## src/pos_pkg.sv

```systemverilog
// How it works
// - Shutdown source comes from the three-bit select field, bits 6 to 4.
// - 000 off, 001 comparator one, 010 comparator two, 011 either, 1xx adds pin.
// - Firmware writing one to the event flag is itself a shutdown event.
// - Event flag in bit 7 reads one from a shutdown event until cleared, zero in normal running.
// - A shutdown event sets the flag; it stays until firmware or restart clears.
// - Enabled outputs take their shutdown states at once, not on a clock edge.
// - Pair A and C safe state from bits 3-2: low, high, or floating.
// - Pair B and D safe state from bits 1-0, same encoding.
// - Shutdown is a level and lasts while the selected source stays asserted.
// - Firmware writes to the event flag are ignored while the condition holds.
// - After restart the waveform resumes only at the next period start.
// - Auto-restart bit set: hardware clears the flag; clear: firmware must.
// - Auto-restart keeps flag while active, re-enables pins at next period.
// - Half-bridge dead band delays only inactive-to-active transitions.
// - Seven-bit count delays each active edge by that many instruction cycles.
// - A count longer than the duty cycle keeps that output inactive.
// - Half-bridge drives the waveform on A and its complement on B.
// - Steering works only with mode field 11 and output config 00.
// - Steer bits 0 to 3 route the waveform to A to D, else port control.
// - The polarity field sets active level of every steered pin.
// - In steering mode shutdown touches only the steered pins.
// - Steer sync bit 4: one applies at next period, zero at instruction edge.
// - Pair select bits 7-6: 00 steer bits, 01 A-B, 10 A-C, 11 A-D.
package pos_pkg;

  localparam logic [7:0] OFF_ASC = 8'h00;
  localparam logic [7:0] OFF_DEL = 8'h04;
  localparam logic [7:0] OFF_STR = 8'h08;
  localparam logic [7:0] OFF_MODE = 8'h0c;

  localparam logic [7:0] ASC_RST = 8'h00;
  localparam logic [7:0] DEL_RST = 8'h00;
  localparam logic [7:0] STR_RST = 8'h01;
  localparam logic [7:0] MODE_RST = 8'h00;

  localparam logic [2:0] SRC_OFF = 3'h0;
  localparam int SRC_C1_BIT = 0;
  localparam int SRC_C2_BIT = 1;
  localparam int SRC_PIN_BIT = 2;

  localparam logic [1:0] PSS_HIGH = 2'h1;
  localparam int PSS_HIZ_BIT = 1;

  localparam logic [1:0] MODE_PWM = 2'h3;
  localparam logic [1:0] CFG_SINGLE = 2'h0;
  localparam logic [1:0] CFG_HALF = 2'h2;
  localparam logic [1:0] CMPL_STEER = 2'h0;
  localparam logic [3:0] PIN_A = 4'h1;
  localparam logic [3:0] PAIR_AB = 4'h3;

  localparam int TCY_OSC = 4;
  localparam logic [1:0] RESP_OKAY = 2'h0;
  localparam logic [1:0] RESP_SLVERR = 2'h2;

  typedef struct packed {
    logic sef;
    logic [2:0] src;
    logic [1:0] ac;
    logic [1:0] bd;
  } pos_asc_t;

  typedef struct packed {
    logic rsen;
    logic [6:0] dbc;
  } pos_del_t;

  typedef struct packed {
    logic [1:0] cmpl;
    logic rsvd;
    logic sync;
    logic [3:0] str;
  } pos_str_t;

  typedef struct packed {
    logic [1:0] cfg;
    logic [1:0] rsvd;
    logic [1:0] mode;
    logic [1:0] pol;
  } pos_mode_t;

  typedef struct packed {
    logic c2;
    logic c1;
    logic pin_n;
  } pos_flt_t;

  localparam pos_flt_t FLT_IDLE = 3'h1;

endpackage

```

## src/pos_top.sv

```systemverilog
// Local design decisions: the register offsets and register access over AXI4-Lite.
`timescale 1ns/100ps
`default_nettype none

// Holds an active edge back by a number of instruction cycles.
module pos_dband #(
  parameter int W = 7
) (
  // Clock and reset
  input wire logic aclk,
  input wire logic aresetn,
  // Control
  input wire logic tick,
  input wire logic [W-1:0] delay,
  // Waveform
  input wire logic in_act,
  output logic out_act
);

  logic [W-1:0] cnt_q;

  // Counting runs on the instruction tick, so the real delay may come in
  // up to one instruction cycle short; a falling input always wins.
  always_ff @(posedge aclk)
  begin
    if (!aresetn)
    begin
      cnt_q <= '0;
      out_act <= 1'b0;
    end
    else if (!in_act)
    begin
      cnt_q <= delay;
      out_act <= 1'b0;
    end
    else if (cnt_q == '0)
    begin
      out_act <= 1'b1;
    end
    else if (tick)
    begin
      cnt_q <= cnt_q - 1'b1;
    end
  end
endmodule // pos_dband

module pos_top #(
  parameter int ADDR_W = 8
) (
  // Clock and reset
  input wire logic aclk,
  input wire logic aresetn,
  // AXI4-Lite write
  input wire logic [ADDR_W-1:0] s_axi_awaddr,
  input wire logic s_axi_awvalid,
  output logic s_axi_awready,
  input wire logic [31:0] s_axi_wdata,
  input wire logic [3:0] s_axi_wstrb,
  input wire logic s_axi_wvalid,
  output logic s_axi_wready,
  output logic [1:0] s_axi_bresp,
  output logic s_axi_bvalid,
  input wire logic s_axi_bready,
  // AXI4-Lite read
  input wire logic [ADDR_W-1:0] s_axi_araddr,
  input wire logic s_axi_arvalid,
  output logic s_axi_arready,
  output logic [31:0] s_axi_rdata,
  output logic [1:0] s_axi_rresp,
  output logic s_axi_rvalid,
  input wire logic s_axi_rready,
  // PWM core
  input wire logic pwm_wave,
  input wire logic period_start,
  // Fault sources
  input wire logic fault_input_pin,
  input wire logic comparator_one_output,
  input wire logic comparator_two_output,
  // Port latches, bit 0 is A
  input wire logic [3:0] port_data,
  input wire logic [3:0] port_oe_n,
  // Pins, bit 0 is A
  output logic [3:0] pwm_out,
  output logic [3:0] pwm_out_oe_n,
  output logic shutdown_active
);

  pos_pkg::pos_asc_t asc_q;
  pos_pkg::pos_del_t del_q;
  pos_pkg::pos_str_t str_q;
  pos_pkg::pos_mode_t mode_q;
  pos_pkg::pos_asc_t wasc;
  pos_pkg::pos_flt_t s1_q, s2_q, s3_q, f_q;
  logic aw_hold_q, w_hold_q, wstrb0_q, do_wr;
  logic [ADDR_W-1:0] awaddr_q, wa, ra;
  logic [31:0] wdata_q;
  logic [7:0] rd_d;
  logic wr_hit, rd_hit;
  logic wr_asc, wr_del, wr_str, wr_mode;
  logic cond, fw_set, fw_clr, sef_d, hold_q, sd_act;
  logic [1:0] div_q;
  logic tcy_en, upd_steer, single, half, db_a, db_b;
  logic [3:0] steer_q, en, act;

  // Write channel: address and data may arrive in either order.
  assign s_axi_awready = !aw_hold_q && !s_axi_bvalid;
  assign s_axi_wready = !w_hold_q && !s_axi_bvalid;
  assign do_wr = aw_hold_q && w_hold_q;
  assign wa = {awaddr_q[ADDR_W-1:2], 2'b00};
  assign wr_hit = wa == ADDR_W'(pos_pkg::OFF_ASC)
    || wa == ADDR_W'(pos_pkg::OFF_DEL)
    || wa == ADDR_W'(pos_pkg::OFF_STR)
    || wa == ADDR_W'(pos_pkg::OFF_MODE);

  always_ff @(posedge aclk)
  begin
    if (!aresetn)
    begin
      aw_hold_q <= 1'b0;
      w_hold_q <= 1'b0;
      awaddr_q <= '0;
      wdata_q <= '0;
      wstrb0_q <= 1'b0;
      s_axi_bvalid <= 1'b0;
      s_axi_bresp <= pos_pkg::RESP_OKAY;
    end
    else
    begin
      if (s_axi_awvalid && s_axi_awready)
      begin
        aw_hold_q <= 1'b1;
        awaddr_q <= s_axi_awaddr;
      end
      if (s_axi_wvalid && s_axi_wready)
      begin
        w_hold_q <= 1'b1;
        wdata_q <= s_axi_wdata;
        wstrb0_q <= s_axi_wstrb[0];
      end
      if (do_wr)
      begin
        aw_hold_q <= 1'b0;
        w_hold_q <= 1'b0;
        s_axi_bvalid <= 1'b1;
        s_axi_bresp <= wr_hit ? pos_pkg::RESP_OKAY : pos_pkg::RESP_SLVERR;
      end
      else if (s_axi_bvalid && s_axi_bready)
      begin
        s_axi_bvalid <= 1'b0;
      end
    end
  end

  // Only byte lane 0 carries register bits; other lanes are dropped.
  assign wr_asc = do_wr && wstrb0_q && wa == ADDR_W'(pos_pkg::OFF_ASC);
  assign wr_del = do_wr && wstrb0_q && wa == ADDR_W'(pos_pkg::OFF_DEL);
  assign wr_str = do_wr && wstrb0_q && wa == ADDR_W'(pos_pkg::OFF_STR);
  assign wr_mode = do_wr && wstrb0_q && wa == ADDR_W'(pos_pkg::OFF_MODE);
  assign wasc = wdata_q[7:0];

  // Read channel.
  assign s_axi_arready = !s_axi_rvalid;
  assign ra = {s_axi_araddr[ADDR_W-1:2], 2'b00};

  always_comb
  begin
    rd_hit = 1'b1;
    rd_d = 8'h00;
    if (ra == ADDR_W'(pos_pkg::OFF_ASC))
      rd_d = asc_q;
    else if (ra == ADDR_W'(pos_pkg::OFF_DEL))
      rd_d = del_q;
    else if (ra == ADDR_W'(pos_pkg::OFF_STR))
      rd_d = str_q;
    else if (ra == ADDR_W'(pos_pkg::OFF_MODE))
      rd_d = mode_q;
    else
      rd_hit = 1'b0;
  end

  always_ff @(posedge aclk)
  begin
    if (!aresetn)
    begin
      s_axi_rvalid <= 1'b0;
      s_axi_rdata <= '0;
      s_axi_rresp <= pos_pkg::RESP_OKAY;
    end
    else if (s_axi_arvalid && s_axi_arready)
    begin
      s_axi_rvalid <= 1'b1;
      s_axi_rdata <= {24'h000000, rd_d};
      s_axi_rresp <= rd_hit ? pos_pkg::RESP_OKAY : pos_pkg::RESP_SLVERR;
    end
    else if (s_axi_rvalid && s_axi_rready)
    begin
      s_axi_rvalid <= 1'b0;
    end
  end

  // Control registers; reserved bits are never stored so they read zero.
  always_ff @(posedge aclk)
  begin
    if (!aresetn)
    begin
      del_q <= pos_pkg::DEL_RST;
      str_q <= pos_pkg::STR_RST;
      mode_q <= pos_pkg::MODE_RST;
    end
    else
    begin
      if (wr_del)
        del_q <= wdata_q[7:0];
      if (wr_str)
      begin
        str_q <= wdata_q[7:0];
        str_q.rsvd <= 1'b0;
      end
      if (wr_mode)
      begin
        mode_q <= wdata_q[7:0];
        mode_q.rsvd <= 2'h0;
      end
    end
  end

  // Fault inputs are asynchronous; a change counts once stages 2 and 3
  // agree, which trades two cycles of latency for glitch immunity.
  always_ff @(posedge aclk)
  begin
    if (!aresetn)
    begin
      s1_q <= pos_pkg::FLT_IDLE;
      s2_q <= pos_pkg::FLT_IDLE;
      s3_q <= pos_pkg::FLT_IDLE;
      f_q <= pos_pkg::FLT_IDLE;
    end
    else
    begin
      s1_q <= {comparator_two_output, comparator_one_output,
        fault_input_pin};
      s2_q <= s1_q;
      s3_q <= s2_q;
      f_q <= (s2_q & s3_q) | (f_q & (s2_q ^ s3_q));
    end
  end

  // Each select bit adds one source, which yields every documented code.
  assign cond = (asc_q.src[pos_pkg::SRC_PIN_BIT] && !f_q.pin_n)
    || (asc_q.src[pos_pkg::SRC_C1_BIT] && f_q.c1)
    || (asc_q.src[pos_pkg::SRC_C2_BIT] && f_q.c2);

  assign fw_set = wr_asc && wasc.sef;
  assign fw_clr = wr_asc && !wasc.sef && !cond;

  always_comb
  begin
    sef_d = asc_q.sef;
    if (cond || fw_set)
      sef_d = 1'b1;
    else if (del_q.rsen)
      sef_d = 1'b0;
    else if (fw_clr)
      sef_d = 1'b0;
  end

  always_ff @(posedge aclk)
  begin
    if (!aresetn)
    begin
      asc_q <= pos_pkg::ASC_RST;
    end
    else
    begin
      asc_q.sef <= sef_d;
      if (wr_asc)
      begin
        asc_q.src <= wasc.src;
        asc_q.ac <= wasc.ac;
        asc_q.bd <= wasc.bd;
      end
    end
  end

  // Pins stay forced until a period boundary after flag and cause are gone.
  always_ff @(posedge aclk)
  begin
    if (!aresetn)
      hold_q <= 1'b0;
    else if (cond || asc_q.sef)
      hold_q <= 1'b1;
    else if (period_start)
      hold_q <= 1'b0;
  end

  assign sd_act = cond || asc_q.sef || hold_q;
  assign shutdown_active = sd_act;

  // Instruction cycle enable.
  assign tcy_en = div_q == 2'(pos_pkg::TCY_OSC - 1);

  always_ff @(posedge aclk)
  begin
    if (!aresetn)
      div_q <= 2'h0;
    else
      div_q <= tcy_en ? 2'h0 : div_q + 2'h1;
  end

  assign upd_steer = str_q.sync ? period_start : tcy_en;

  always_ff @(posedge aclk)
  begin
    if (!aresetn)
      steer_q <= pos_pkg::STR_RST[3:0];
    else if (upd_steer)
      steer_q <= str_q.str;
  end

  pos_dband #(
    .W(7)
  ) u_db_a (
    .aclk(aclk),
    .aresetn(aresetn),
    .tick(tcy_en),
    .delay(del_q.dbc),
    .in_act(pwm_wave),
    .out_act(db_a)
  );

  pos_dband #(
    .W(7)
  ) u_db_b (
    .aclk(aclk),
    .aresetn(aresetn),
    .tick(tcy_en),
    .delay(del_q.dbc),
    .in_act(!pwm_wave),
    .out_act(db_b)
  );

  assign single = mode_q.mode == pos_pkg::MODE_PWM
    && mode_q.cfg == pos_pkg::CFG_SINGLE;
  assign half = mode_q.cfg == pos_pkg::CFG_HALF;

  always_comb
  begin
    en = pos_pkg::PIN_A;
    act = {3'b000, pwm_wave};
    if (single && str_q.cmpl == pos_pkg::CMPL_STEER)
    begin
      en = steer_q;
      act = {4{pwm_wave}};
    end
    else if (single)
    begin
      en = pos_pkg::PIN_A | (pos_pkg::PIN_A << str_q.cmpl);
      act = {~pwm_wave, ~pwm_wave, ~pwm_wave, pwm_wave};
    end
    else if (half)
    begin
      en = pos_pkg::PAIR_AB;
      act = {2'b00, db_b, db_a};
    end
  end

  // Pins A and C are even, B and D odd, for polarity and safe state.
  always_comb
  begin
    pwm_out = 4'h0;
    pwm_out_oe_n = 4'hf;
    for (int i = 0; i < 4; i++)
    begin
      if (!en[i])
      begin
        pwm_out[i] = port_data[i];
        pwm_out_oe_n[i] = port_oe_n[i];
      end
      else if (sd_act && i % 2 == 0)
      begin
        pwm_out[i] = asc_q.ac == pos_pkg::PSS_HIGH;
        pwm_out_oe_n[i] = asc_q.ac[pos_pkg::PSS_HIZ_BIT];
      end
      else if (sd_act)
      begin
        pwm_out[i] = asc_q.bd == pos_pkg::PSS_HIGH;
        pwm_out_oe_n[i] = asc_q.bd[pos_pkg::PSS_HIZ_BIT];
      end
      else
      begin
        pwm_out[i] = act[i] ^ mode_q.pol[1 - i % 2];
        pwm_out_oe_n[i] = 1'b0;
      end
    end
  end
endmodule // pos_top

`default_nettype wire

```

## config.mk

```make
export PLATFORM = sky130hd
export DESIGN_NAME = pos_top
export DESIGN_NICKNAME = d
export VERILOG_FILES = /design/src/pos_pkg.sv /design/src/pos_top.sv
export SDC_FILE = /design/constraint.sdc
export NUM_CORES = 1
export LEC_CHECK = 0
export BUFFER_PORTS_ARGS = -buffer_cell sky130_fd_sc_hd__buf_2
export CAP_MARGIN = 5
export CORE_UTILIZATION = 56
export DETAILED_ROUTE_END_ITERATION = 16
export HOLD_SLACK_MARGIN = 0.1
export MAX_ROUTING_LAYER = met4
export PLACE_DENSITY = 0.85
export SLEW_MARGIN = 20
export SYNTH_ARGS = -nofsm -noshare
export SYNTH_HDL_FRONTEND = slang
export SYNTH_SLANG_ARGS = --single-unit
```

## constraint.sdc

```tcl
create_clock -name aclk -period 3.6 [get_ports aclk]
set_clock_uncertainty 0.2 [all_clocks]
set_input_delay 0.36 -clock aclk [delete_from_list [all_inputs] [get_ports aclk]]
set_output_delay 0.36 -clock aclk [all_outputs]
set_load 0.1 [all_outputs]
```

; ---- Yosys cells after proc, flatten, opt, wreduce, memory -nomap -nowiden
; Cells that the tools add are included.
[op_classes]
addsub = 3
eq_ne = 14
shifts = 1
mux = 46
bitwise = 10
reduce_logical = 53
[ops]
columns = cell, n
row1 = 2-to-1 mux 7 bit, 6
row2 = 2-to-1 mux 8 bit, 4
row3 = 2-to-1 mux 1 bit, 28
row4 = "== test 6 x 2 -> 1 bit, second input constant", 4
row5 = logical AND 1 bit, 21
row6 = logical NOT 8 bit, 2
row7 = 2-to-1 mux 4 bit, 4
row8 = logical NOT 7 bit, 2
row9 = "subtractor 7 x 1 -> 7 bit, second input constant", 2
row10 = "== test 6 x 1 -> 1 bit, second input constant", 2
row11 = logical OR 1 bit, 8
row12 = 2-to-1 mux 2 bit, 4
row13 = nonzero test 2 bit, 4
row14 = logical NOT 1 bit, 7
row15 = bitwise AND 3 bit, 2
row16 = "== test 2 bit, second input constant", 3
row17 = AND reduction 2 bit, 3
row18 = OR reduction 2 bit, 3
row19 = "== test 2 x 1 -> 1 bit, second input constant", 2
row20 = logical NOT 2 bit, 2
row21 = "!= test 2 bit, second input constant", 2
row22 = "<< shifter 1 x 2 -> 4 bit, first input constant", 1
row23 = bitwise XOR 1 bit, 4
row24 = bitwise OR 3 bit, 1
row25 = 5 further kinds, 6
[totals]
register_bits = 97
in_bits = 72
out_inout_bits = 50
elab_cells = 168

; ---- Depth between registers and ports, before layout
; Gate-level depths: netlist (run 1).
[depth]
ltp_word = 9
ltp_mapped = 7
depth_no_buf = 7

; ---- Modules after synthesis
; From an unflattened synthesis (run 1), not the netlist that was laid out.
[unflattened]
hier_cells = 476
hier_area_um2 = 4465.5
[modules_own_cells]
columns = mod, n_inst, cells_each, area_each_um2, seq_area_each_um2
row1 = pos_top, 1, 372, 3597.2, 1541.5
row2 = pos_dband, 2, 52, 434.2, 160.2

; ---- Worst setup path after synthesis (run 1)
; No wires, ideal clock.
[synth_path]
path_type = register to output
from = register asc_q[4] (netlist bit)
to = output pwm_out[0]
t_arrival_ns = 2.716
required_ns = 3.040
setup_slack_ns = 0.324
path_stages_with_launch = 6
n_path_buf = 0
path_cell_list = dfxtp_1 > a222oi_1 > and2_4 > inv_2 > nand3b_1 > a31oi_1
[synth_between]
elab_chain_cells = 7
[synth_rtl]
columns = element, line_no
row1 = start: declaration, pos_top.sv:88  ; pos_pkg::pos_asc_t asc_q;
row2 = start signal: assignment, pos_top.sv:271  ; asc_q <= pos_pkg::ASC_RST;
row3 = logical AND 1 bit, pos_top.sv:250  ; || (asc_q.src[pos_pkg::SRC_C1_BIT] && f_q.c1)
row4 = logical OR 1 bit, pos_top.sv:250
row5 = logical OR 1 bit, pos_top.sv:251  ; || (asc_q.src[pos_pkg::SRC_C2_BIT] && f_q.c2);
row6 = logical OR 1 bit (2 in a row), pos_top.sv:296  ; assign sd_act = cond || asc_q.sef || hold_q;
row7 = named net shutdown_active, pos_top.sv:85  ; output logic shutdown_active
row8 = 2-to-1 mux 1 bit, pos_top.sv:379  ; else if (sd_act && i % 2 == 0)
row9 = 2-to-1 mux 1 bit, pos_top.sv:374  ; if (!en[i])
row10 = end: declaration, pos_top.sv:83  ; output logic [3:0] pwm_out,
; The timed path passes the listed nets, and every way through them passes these cells.

; ---- Final worst setup path (run 1)
[layout_path]
from = register asc_q[6] (netlist bit)
to = output pwm_out[2]
[layout_between]
elab_chain_cells = 7
[layout_rtl]
columns = element, line_no
row1 = logical AND 1 bit, pos_top.sv:249  ; assign cond = (asc_q.src[pos_pkg::SRC_PIN_BIT] && !f_q.pin_n)
row2 = logical OR 1 bit, pos_top.sv:250
row3 = logical OR 1 bit, pos_top.sv:251
row4 = logical OR 1 bit (2 in a row), pos_top.sv:296
row5 = 2-to-1 mux 1 bit, pos_top.sv:379
row6 = 2-to-1 mux 1 bit, pos_top.sv:374
; Every way passes these cells.

==> results.py, run 1 <==
metrics = {
    "outcome": {
        "status": "finished clean",
    },
    "global_route": {
        "track_usage_pct": 25.9,
        "grt_start_max_net_pins": 72,
        "grt_pass1_vias": 3184,
        "grt-busiest-layer": "met2",
        "use_met1_pct": 31.3,
        "grt_pass1_wl_um": 14800,
        "met2_usage_pct": 42.5,
        "antenna_found_initial": 0,
        "met3_usage_pct": 4.66,
        "grt_remaining_overflow": 0,
    },
    "worst_setup_path": {
        "crit_arrival_ns": 2.59,
        "crit_fanout": 6,
        "reg2reg_slack_ns": 1.54,
        "crit_path_end_kind": "output pin",
        "reg2reg_depth": 5,
        "worstSetupStartpointType": "flop",
        "r2r_end": "asc_q[3]",
        "critical_path.startpoint": "asc_q[6]",
        "critical_path_required_ns": 3.04,
        "r2r-start": "awaddr_q[7]",
        "critPathKind": "flop to output pin",
        "crit_end": "pwm_out[2]",
    },
    "sta": {
        "slew_viol_final": 0,
        "worst_slack_ns": 0.454,
        "fmax_ghz": 0.318,
        "period_needed_ns": 3.15,
        "period_share_pct": 87.4,
        "rsz0062_at_grt": "false",
        "tns_ns": 0,
        "worst_pin_slew_ns": 0.890,
        "setup_violations": 0,
        "hold_viol": 0,
        "slew_headroom_pct": 40.6,
    },
    "power_and_ir_drop": {
        "p_comb_share_pct": 17.7,
        "switchingPower_w": 0.000696,
        "power_frac_clock_pct": 32.2,
        "p_int_w": 0.00148,
        "p_per_area_nw_per_um2": 445,
        "leakagePower_nw": 2.06,
        "power.share.sequential_pct": 50.1,
        "ir_drop_mv": 0.268,
        "switching_share_pct": 32.0,
    },
    "finish": {
        "final_common_cell": "dfxtp_1",
        "layout_common_cells": "dfxtp_1 (93), buf_2 (64), nor2_1 (58)",
        "nFillCells": 580,
        "area_growth_pct": 16.0,
        "seqCellArea_um2": 1860,
        "antennaDiodeCount": 0,
        "stdcell_area_um2": 4900,
        "layout-drive-gt1-share_pct": 19.3,
        "multi_input_area_um2": 2120,
        "nets": 617,
        "finalNonFillerCells": 643,
    },
    "detailed_routing": {
        "ant_nets": 0,
        "firstDrtPassIters": 4,
        "drt_iter0_markers": 174,
        "finalWirelength_um": 9310,
        "via_count": 3490,
        "route.detailed.drc": 0,
        "wl_per_cell_um": 14.5,
        "routed_via_density": 5.43,
    },
    "clock_network": {
        "cts_buffers": 9,
        "cts_root_buf": "clkbuf_8",
        "clock_path_buffers": 2,
        "cts_sinks": 93,
        "cts_tree": "done",
        "cts.clk_slew.worst_paths_ns": 0.09,
        "clock_latency_ns": 0.36,
        "post_cts_buffers": 0,
        "ctsHtreeMaxLevel": 3,
    },
    "synth": {
        "synthTopCellsByArea": "dfxtp_1 (44%), mux2i_1 (8.8%), nor2_1 (5.2%)",
        "synth_warnings": 0,
        "seq_area_frac_synth_pct": 44.1,
        "syn-cell-area_um2": 4220,
        "synthCells": 463,
        "synth-edff-count": 0,
        "yosys.area.top_type": "dfxtp_1",
        "synth_top_area_share_pct": 44.1,
        "syn_avg_cell_area_um2": 9.11,
        "yosysUniqueCellTypes": 59,
        "ys.flop_type": "dfxtp_1",
        "synth.ff_latch_count": 93,
        "async_flop_share_pct": 0,
    },
    "floorplanning": {
        "start_util_pct": 58.2,
        "fp.dieArea_um2": 7890,
        "rows": 31,
        "ios": 122,
        "coreArea_um2": 7250,
        "die_h_um": 88.8,
        "die_w_um": 88.8,
    },
    "placement": {
        "dp_slack_ns": 0.870,
        "place_inst": 606,
        "io_buffers": 64,
        "place_area_um2": 4490,
        "place_congestion": 0.874,
        "dpl.hpwl_um": 6340,
    },
    "hold_path": {
        "hp-class": "input port to flop",
    },
    "flow_run": {
        "cap_violations": 0,
    },
}
sequential cells by signal, summed over array words and instances, names as in the netlist, 2 cells and up:
register      flops
wdata_q           8
s2_q              3
del_q             8
u_db_b.cnt_q      7
asc_q             8
s_axi_rdata       8
mode_q            6
f_q               3
div_q             2
steer_q           4
s3_q              3
s1_q              3
awaddr_q          6
u_db_a.cnt_q      7
str_q             7
through the flow:
stage,util [%],hold slack [ns],power (W)
after floorplan,-,0.186,0.00144
after global placement,61.9,0.192,0.00147
after detailed placement,61.9,0.194,0.00148
after CTS,67.5,0.117,0.00218
after global routing,67.5,0.173,0.00226
final,67.5,0.126,0.00218
power by group through the flow:
stage	Combinational, W	Clock [W]	Sequential, W
final	0.000385	0.000701	0.00109
after global routing	0.000411	0.000750	0.00110
after CTS	0.000383	0.000711	0.00109
after detailed placement	0.000364	0	0.00111
after global placement	0.000358	0	0.00111
after floorplan	0.000315	0	0.00113
cell usage after synthesis, drive strengths merged, types with 2 or more instances:
| master | n |
|---|---|
| nand3 | 4 |
| xor2 | 5 |
| or3 | 4 |
| inv | 12 |
| nor4 | 2 |
| nor3 | 8 |
| o211ai | 3 |
| a211oi | 3 |
| clkbuf | 16 |
| o211a | 3 |
| nand3b | 4 |
| buf | 31 |
| a31oi | 2 |
| o21a | 2 |
| mux4 | 6 |
| mux2i | 37 |
| and2 | 11 |
| or4 | 2 |
| nand2b | 8 |
| nand2 | 54 |
| nor2 | 58 |
| ha | 6 |
| xnor2 | 4 |
| a22oi | 7 |
| mux2 | 5 |
| o21ai | 12 |
| dfxtp | 93 |
| nor3b | 4 |
| a21oi | 39 |
logic make-up (layout without fill, tap and decap cells):
family | Yosys count | in the layout | share of synthesized area (%)
and+or+nand+nor | 165 | 165 | 18.7
buffers and inverters | 59 | 115 | 7.80
DFF | 93 | 93 | 44.1
xor gates and xnor gates | 9 | 9 | 1.87
muxes | 48 | 48 | 13.3
adders and majority gates | 6 | 6 | 1.78
AOI/OAI and AO/OA | 82 | 82 | 12.3
other | 1 | 26 | 0.0889
worst min-delay path by stage:
stage,start,slack [ns],depth (start not counted),to
6_report,s_axi_arvalid,0.13,3,s_axi_rresp[1]
5_1_grt,aresetn,0.17,2,steer_q[0]
4_1_cts,s_axi_arvalid,0.12,3,s_axi_rresp[1]
3_5_place_dp,s1_q[0],0.19,1,s2_q[0]
3_3_place_gp,s1_q[0],0.19,1,s2_q[0]
2_1_floorplan,s1_q[0],0.19,1,s2_q[0]
per-layer routing:
layer	vias to the layer above	routed length, µm
li1	1690	-
met5	-	0
met1	1634	4090
met4	0	150
met3	17	545
met2	149	4520
cell type report:
cell class | instances | area share [%]
clock buffers | 10 | 2.61
clock inverters | 6 | 1.41
inverters | 12 | 0.946
multi-input cells | 336 | 43.3
flip-flops and latches | 93 | 38.0
well taps | 99 | 2.53
repair buffers | 87 | 11.1
timing repair:
item,CTS,global route
hold buffers,21,0
gates resized for setup,0,0
endpoints found under the hold margin,20,0
critical path, stage by stage, from the launching register on:
cell      delay (ns)
dfxtp_1         0.35
a222oi_1        0.62
and2_4          0.29
inv_2           0.07
or3_1           0.38
o211ai_2        0.08
buf_2           0.44
(Power assumes the default switching activity.)
==> run 2: changes to the inputs <==
--- a/config.mk
+++ b/config.mk
@@ -7,11 +7,12 @@
 export LEC_CHECK = 0
 export BUFFER_PORTS_ARGS = -buffer_cell sky130_fd_sc_hd__buf_2
 export CAP_MARGIN = 5
-export CORE_UTILIZATION = 56
+export CORE_UTILIZATION = 58
+export CTS_BUF_LIST = sky130_fd_sc_hd__clkbuf_2 sky130_fd_sc_hd__clkbuf_4 sky130_fd_sc_hd__clkbuf_8
 export DETAILED_ROUTE_END_ITERATION = 16
 export HOLD_SLACK_MARGIN = 0.1
 export MAX_ROUTING_LAYER = met4
-export PLACE_DENSITY = 0.85
+export PLACE_DENSITY = 0.88
 export SLEW_MARGIN = 20
 export SYNTH_ARGS = -nofsm -noshare
 export SYNTH_HDL_FRONTEND = slang
==> results.py, run 2 (synthesized netlist as in run 1, its figures left out) <==
metrics = {
    "outcome": {
        "status": "finished clean",
    },
    "clock_network": {
        "clock_path_buffers": 2,
        "cts_root_buf": "clkbuf_8",
        "cts_buffers": 9,
        "cts_tree": "done",
        "ctsResizeCount": 0,
        "cts.clk_slew.worst_paths_ns": 0.09,
        "ctsHtreeMaxLevel": 3,
        "cts_sinks": 93,
        "clock_latency_ns": 0.36,
    },
    "placement": {
        "place_area_um2": 4480,
        "io_buffers": 64,
        "place_congestion": 0.860,
        "dpl.hpwl_um": 6410,
    },
    "flow_run": {
        "cap_violations": 0,
    },
    "detailed_routing": {
        "wl_per_cell_um": 14.8,
        "ant_nets": 0,
        "drt_iter0_markers": 380,
        "routed_via_density": 5.57,
        "finalWirelength_um": 9480,
        "via_count": 3566,
        "route.detailed.drc": 0,
        "firstDrtPassIters": 5,
    },
    "finish": {
        "stdcell_area_um2": 4900,
        "multi_input_area_um2": 2120,
        "area_growth_pct": 16.1,
        "layout_common_cells": "dfxtp_1 (93), buf_2 (64), nor2_1 (58)",
        "nFillCells": 517,
        "seqCellArea_um2": 1860,
        "layout-drive-gt1-share_pct": 19.5,
        "final_common_cell": "dfxtp_1",
        "nets": 617,
        "antennaDiodeCount": 0,
    },
    "sta": {
        "hold_viol": 0,
        "period_needed_ns": 3.14,
        "setup_violations": 0,
        "slew_headroom_pct": 38.5,
        "tns_ns": 0,
        "fmax_ghz": 0.319,
        "rsz0062_at_grt": "false",
        "slew_viol_final": 0,
        "worst_pin_slew_ns": 0.922,
        "period_share_pct": 87.2,
    },
    "power_and_ir_drop": {
        "switching_share_pct": 31.5,
        "p_per_area_nw_per_um2": 444,
        "leakagePower_nw": 2.06,
        "p_int_w": 0.00149,
        "p_comb_share_pct": 17.8,
        "power_frac_clock_pct": 32.0,
        "power.share.sequential_pct": 50.2,
        "ir_drop_mv": 0.366,
        "switchingPower_w": 0.000685,
        "power_w": 0.00217,
    },
    "global_route": {
        "grt_pass1_vias": 3270,
        "grt_remaining_overflow": 0,
        "antenna_found_initial": 0,
        "grt_start_max_net_pins": 72,
        "grt_pass1_wl_um": 15200,
        "track_usage_pct": 27.0,
    },
    "floorplanning": {
        "fp.dieArea_um2": 7620,
        "coreArea_um2": 6910,
        "die_w_um": 87.3,
        "die_h_um": 87.3,
        "ios": 122,
        "start_util_pct": 61.1,
        "rows": 30,
    },
    "worst_setup_path": {
        "critPathKind": "flop to output pin",
        "crit_path_end_kind": "output pin",
        "crit_fanout": 6,
        "crit_arrival_ns": 2.58,
        "worstSetupStartpointType": "flop",
        "critical_path_required_ns": 3.04,
    },
    "hold_path": {
        "hp-class": "input port to flop",
    },
}
[run 2: changes by cell type in the layout (fill, tap and decap cells not counted), sizes merged]
cell	before	now
clkinvlp	1	2
inv	14	13
[run 2: through the flow]
stage | hold slack [ns] | setup slack, ns | std cells | utilization [%]
global route | 0.169 | 0.310 | 640 | 70.9
detailed placement | 0.199 | 0.905 | 603 | 64.9
global placement | 0.193 | 0.924 | 603 | 64.9
CTS | 0.151 | 0.480 | 640 | 70.9
floorplan | 0.186 | 0.324 | 488 | -
finish | 0.165 | 0.460 | 640 | 70.9
[run 2: area by class of cell]
class | count | share of cell area, %
Multi-Input combinational cell | 336 | 43.3
Sequential cell | 93 | 38.0
Timing Repair Buffer | 87 | 11.1
Clock buffer | 10 | 2.68
Tap cell | 96 | 2.45
Clock inverter | 6 | 1.46
Inverter | 12 | 0.945
[run 2: final timing paths]
check,slack (ns),start,cells after the start,endpoint
worst min register to register,0.23,s1_q[0],1,s2_q[0]
worst max register to register,1.57,awaddr_q[7],5,asc_q[7]
worst max-delay path,0.46,asc_q[6],6,pwm_out[2]
worst min-delay path,0.17,aresetn,2,str_q[0]
[run 2: critical path, stage by stage (launching register included)]
cell and delay [ns]:
dfxtp_1 0.35, a222oi_1 0.58, and2_4 0.29, inv_2 0.07, or3_1 0.39, o211ai_2 0.08, buf_2 0.45
[run 2: power groups by stage]
stage / clock network, W / logic (W) / registers [W]
4_1_cts: 0.000712 / 0.000384 / 0.00109
3_5_place_dp: 0 / 0.000365 / 0.00111
3_3_place_gp: 0 / 0.000358 / 0.00111
5_1_grt: 0.000752 / 0.000410 / 0.00110
2_1_floorplan: 0 / 0.000315 / 0.00113
6_report: 0.000695 / 0.000387 / 0.00109
[run 2: repair_timing]
action | 4_1_cts | 5_1_grt
setup buffers | 0 | 0
hold endpoints to repair | 20 | 0
hold buffers | 21 | 0
[run 2: routing by layer]
metal,track usage (%),vias up,wire length [µm]
met5,-,-,0
met4,8.79,0,196
met3,7.58,22,772
met2,44.0,181,4520
met1,32.2,1669,3990
li1,-,1694,-
==> run 3: changes to the inputs <==
==> config.mk (replaced) <==
export PLATFORM = sky130hd
export DESIGN_NAME = pos_top
export DESIGN_NICKNAME = d
export VERILOG_FILES = /design/src/pos_pkg.sv /design/src/pos_top.sv
export SDC_FILE = /design/constraint.sdc
export NUM_CORES = 1
export LEC_CHECK = 0
export CAP_MARGIN = 5
export CORE_UTILIZATION = 60
export CTS_BUF_LIST = sky130_fd_sc_hd__clkbuf_8
export DETAILED_ROUTE_END_ITERATION = 16
export DONT_BUFFER_PORTS = 1
export HOLD_SLACK_MARGIN = 0.1
export MAX_ROUTING_LAYER = met4
export PLACE_DENSITY = 0.76
export SLEW_MARGIN = 20
export SYNTH_ARGS = -nofsm -noshare
export SYNTH_HDL_FRONTEND = slang
export SYNTH_SLANG_ARGS = --single-unit
==> results.py, run 3 (synthesized netlist as in run 1, its figures left out) <==
metrics = {
    "outcome": {
        "status": "finished clean",
    },
    "worst_setup_path": {
        "critPathKind": "flop to output pin",
        "crit_arrival_ns": 2.57,
        "crit_fanout": 6,
        "cp_slowest_stage_delay_ns": 0.52,
        "worstSetupStartpointType": "flop",
        "crit_path_cell_trace": "a222oi_1 -> and2_4 -> inv_2 -> or3_1 -> o211ai_2 -> buf_4",
        "crit_path_end_kind": "output pin",
        "critPathSlowestCell": "a222oi_1",
        "critical_path_required_ns": 3.04,
    },
    "sta": {
        "rsz0062_at_grt": "false",
        "period_needed_ns": 3.13,
        "fmax_ghz": 0.319,
        "worst_pin_slew_ns": 1.08,
        "period_share_pct": 87.0,
        "tns_ns": 0,
        "slew_viol_final": 0,
        "setup_violations": 0,
        "hold_viol": 0,
        "slew_headroom_pct": 28.1,
    },
    "finish": {
        "nFillCells": 537,
        "area_growth_pct": 11.5,
        "layout-drive-gt1-share_pct": 10.4,
        "finalNonFillerCells": 588,
        "layout_common_cells": "dfxtp_1 (93), nor2_1 (56), nand2_1 (54)",
        "antennaDiodeCount": 0,
        "final_common_cell": "dfxtp_1",
        "nets": 565,
    },
    "global_route": {
        "antenna_found_initial": 0,
        "grt_pass1_wl_um": 14700,
        "track_usage_pct": 26.5,
        "grt_pass1_vias": 3085,
        "grt_remaining_overflow": 0,
        "grt_start_max_net_pins": 72,
    },
    "floorplanning": {
        "rows": 30,
        "die_w_um": 85.9,
        "start_util_pct": 62.1,
        "coreArea_um2": 6790,
        "fp.dieArea_um2": 7370,
        "ios": 122,
        "die_h_um": 85.9,
    },
    "clock_network": {
        "cts_buffers": 9,
        "post_cts_buffers": 0,
        "cts.clk_slew.worst_paths_ns": 0.09,
        "cts_root_buf": "clkbuf_8",
        "clock_path_buffers": 2,
        "holdBufCountCts": 26,
        "ctsResizeCount": 0,
        "clock_latency_ns": 0.35,
        "cts_tree": "done",
        "cts_sinks": 93,
        "ctsHtreeMaxLevel": 3,
    },
    "placement": {
        "dpl.hpwl_um": 6010,
        "io_buffers": 0,
        "place_inst": 546,
        "place_congestion": 0.815,
    },
    "detailed_routing": {
        "routed_via_density": 5.56,
        "via_count": 3270,
        "finalWirelength_um": 9000,
        "route.detailed.drc": 0,
        "wl_per_cell_um": 15.3,
        "firstDrtPassIters": 4,
        "drt_iter0_markers": 292,
        "ant_nets": 0,
    },
    "hold_path": {
        "hp-class": "input port to flop",
    },
    "power_and_ir_drop": {
        "switchingPower_w": 0.000667,
        "p_int_w": 0.00153,
        "power_frac_clock_pct": 33.8,
        "p_per_area_nw_per_um2": 468,
        "p_comb_share_pct": 15.8,
        "switching_share_pct": 30.3,
        "ir_drop_mv": 0.316,
        "power.share.sequential_pct": 50.3,
        "leakagePower_nw": 1.86,
    },
    "flow_run": {
        "cap_violations": 0,
    },
}
-- run 3: cell types whose count changed in the layout (fill, tap and decap cells not counted), sizes merged --
| cell | before | now |
|---|---|---|
| clkinvlp | 2 | 1 |
| buf | 66 | 9 |
| clkinv | 2 | 3 |
| clkbuf | 10 | 9 |
| dlygate4sd3 | 21 | 26 |
| bufinv | 1 | 2 |
-- run 3: path summary, 6_finish.rpt --
kind | to | start | slack [ns] | cells past startpoint
worst max-delay path | pwm_out[2] | asc_q[6] | 0.47 | 6
worst min-delay path | s_axi_rdata[2] | s_axi_araddr[3] | 0.14 | 3
worst max register to register | awaddr_q[4] | s_axi_bvalid | 1.32 | 5
worst min register to register | s2_q[0] | s1_q[0] | 0.21 | 1
-- run 3: power groups by stage --
stage	Clock (W)	Combinational, W	Sequential (W)
global route	0.000808	0.000370	0.00111
CTS	0.000760	0.000347	0.00111
global placement	0	0.000314	0.00113
detailed placement	0	0.000318	0.00113
floorplan	0	0.000315	0.00113
finish	0.000744	0.000349	0.00111
-- run 3: layout make-up --
class / count / area (µm²) / area share, %
clock buffer: 9 / 124 / 2.63
tap: 96 / 120 / 2.55
sequential: 93 / 1860 / 39.6
timing repair buffer: 35 / 328 / 6.97
clock inverter: 7 / 90.1 / 1.92
inverter: 12 / 46.3 / 0.984
multi-input combinational: 336 / 2130 / 45.4
-- run 3: metal layers --
metal  up-vias  wire length (µm)  global-route usage (%)
met1      1510              4010                    35.0
met5         -                 0                       -
met4         0               150                    9.09
li1       1588                 -                       -
met3        17               676                    6.26
met2       155              4170                    40.2
-- run 3: worst max-delay path: cells and delay by family (launching register included) --
family / cells / cell delay (ns)
buffers and inverters: 2 / 0.54
AO/OA/AOI/OAI: 2 / 0.60
flip-flops: 1 / 0.35
AND/OR/NAND/NOR: 2 / 0.73
-- run 3: per-stage QoR --
| step | hold WS, ns | setup WS, ns | power [W] | cell area (µm²) | utilization, % |
|---|---|---|---|---|---|
| CTS | 0.126 | 0.466 | 0.00221 | 4700 | 69.2 |
| detailed placement | 0.196 | 0.862 | 0.00145 | 4230 | 62.2 |
| global placement | 0.193 | 0.862 | 0.00144 | 4230 | 62.2 |
| finish | 0.139 | 0.466 | 0.00220 | 4700 | 69.2 |
| global route | 0.135 | 0.317 | 0.00229 | 4700 | 69.2 |
| floorplan | 0.186 | 0.324 | 0.00144 | 4310 | - |
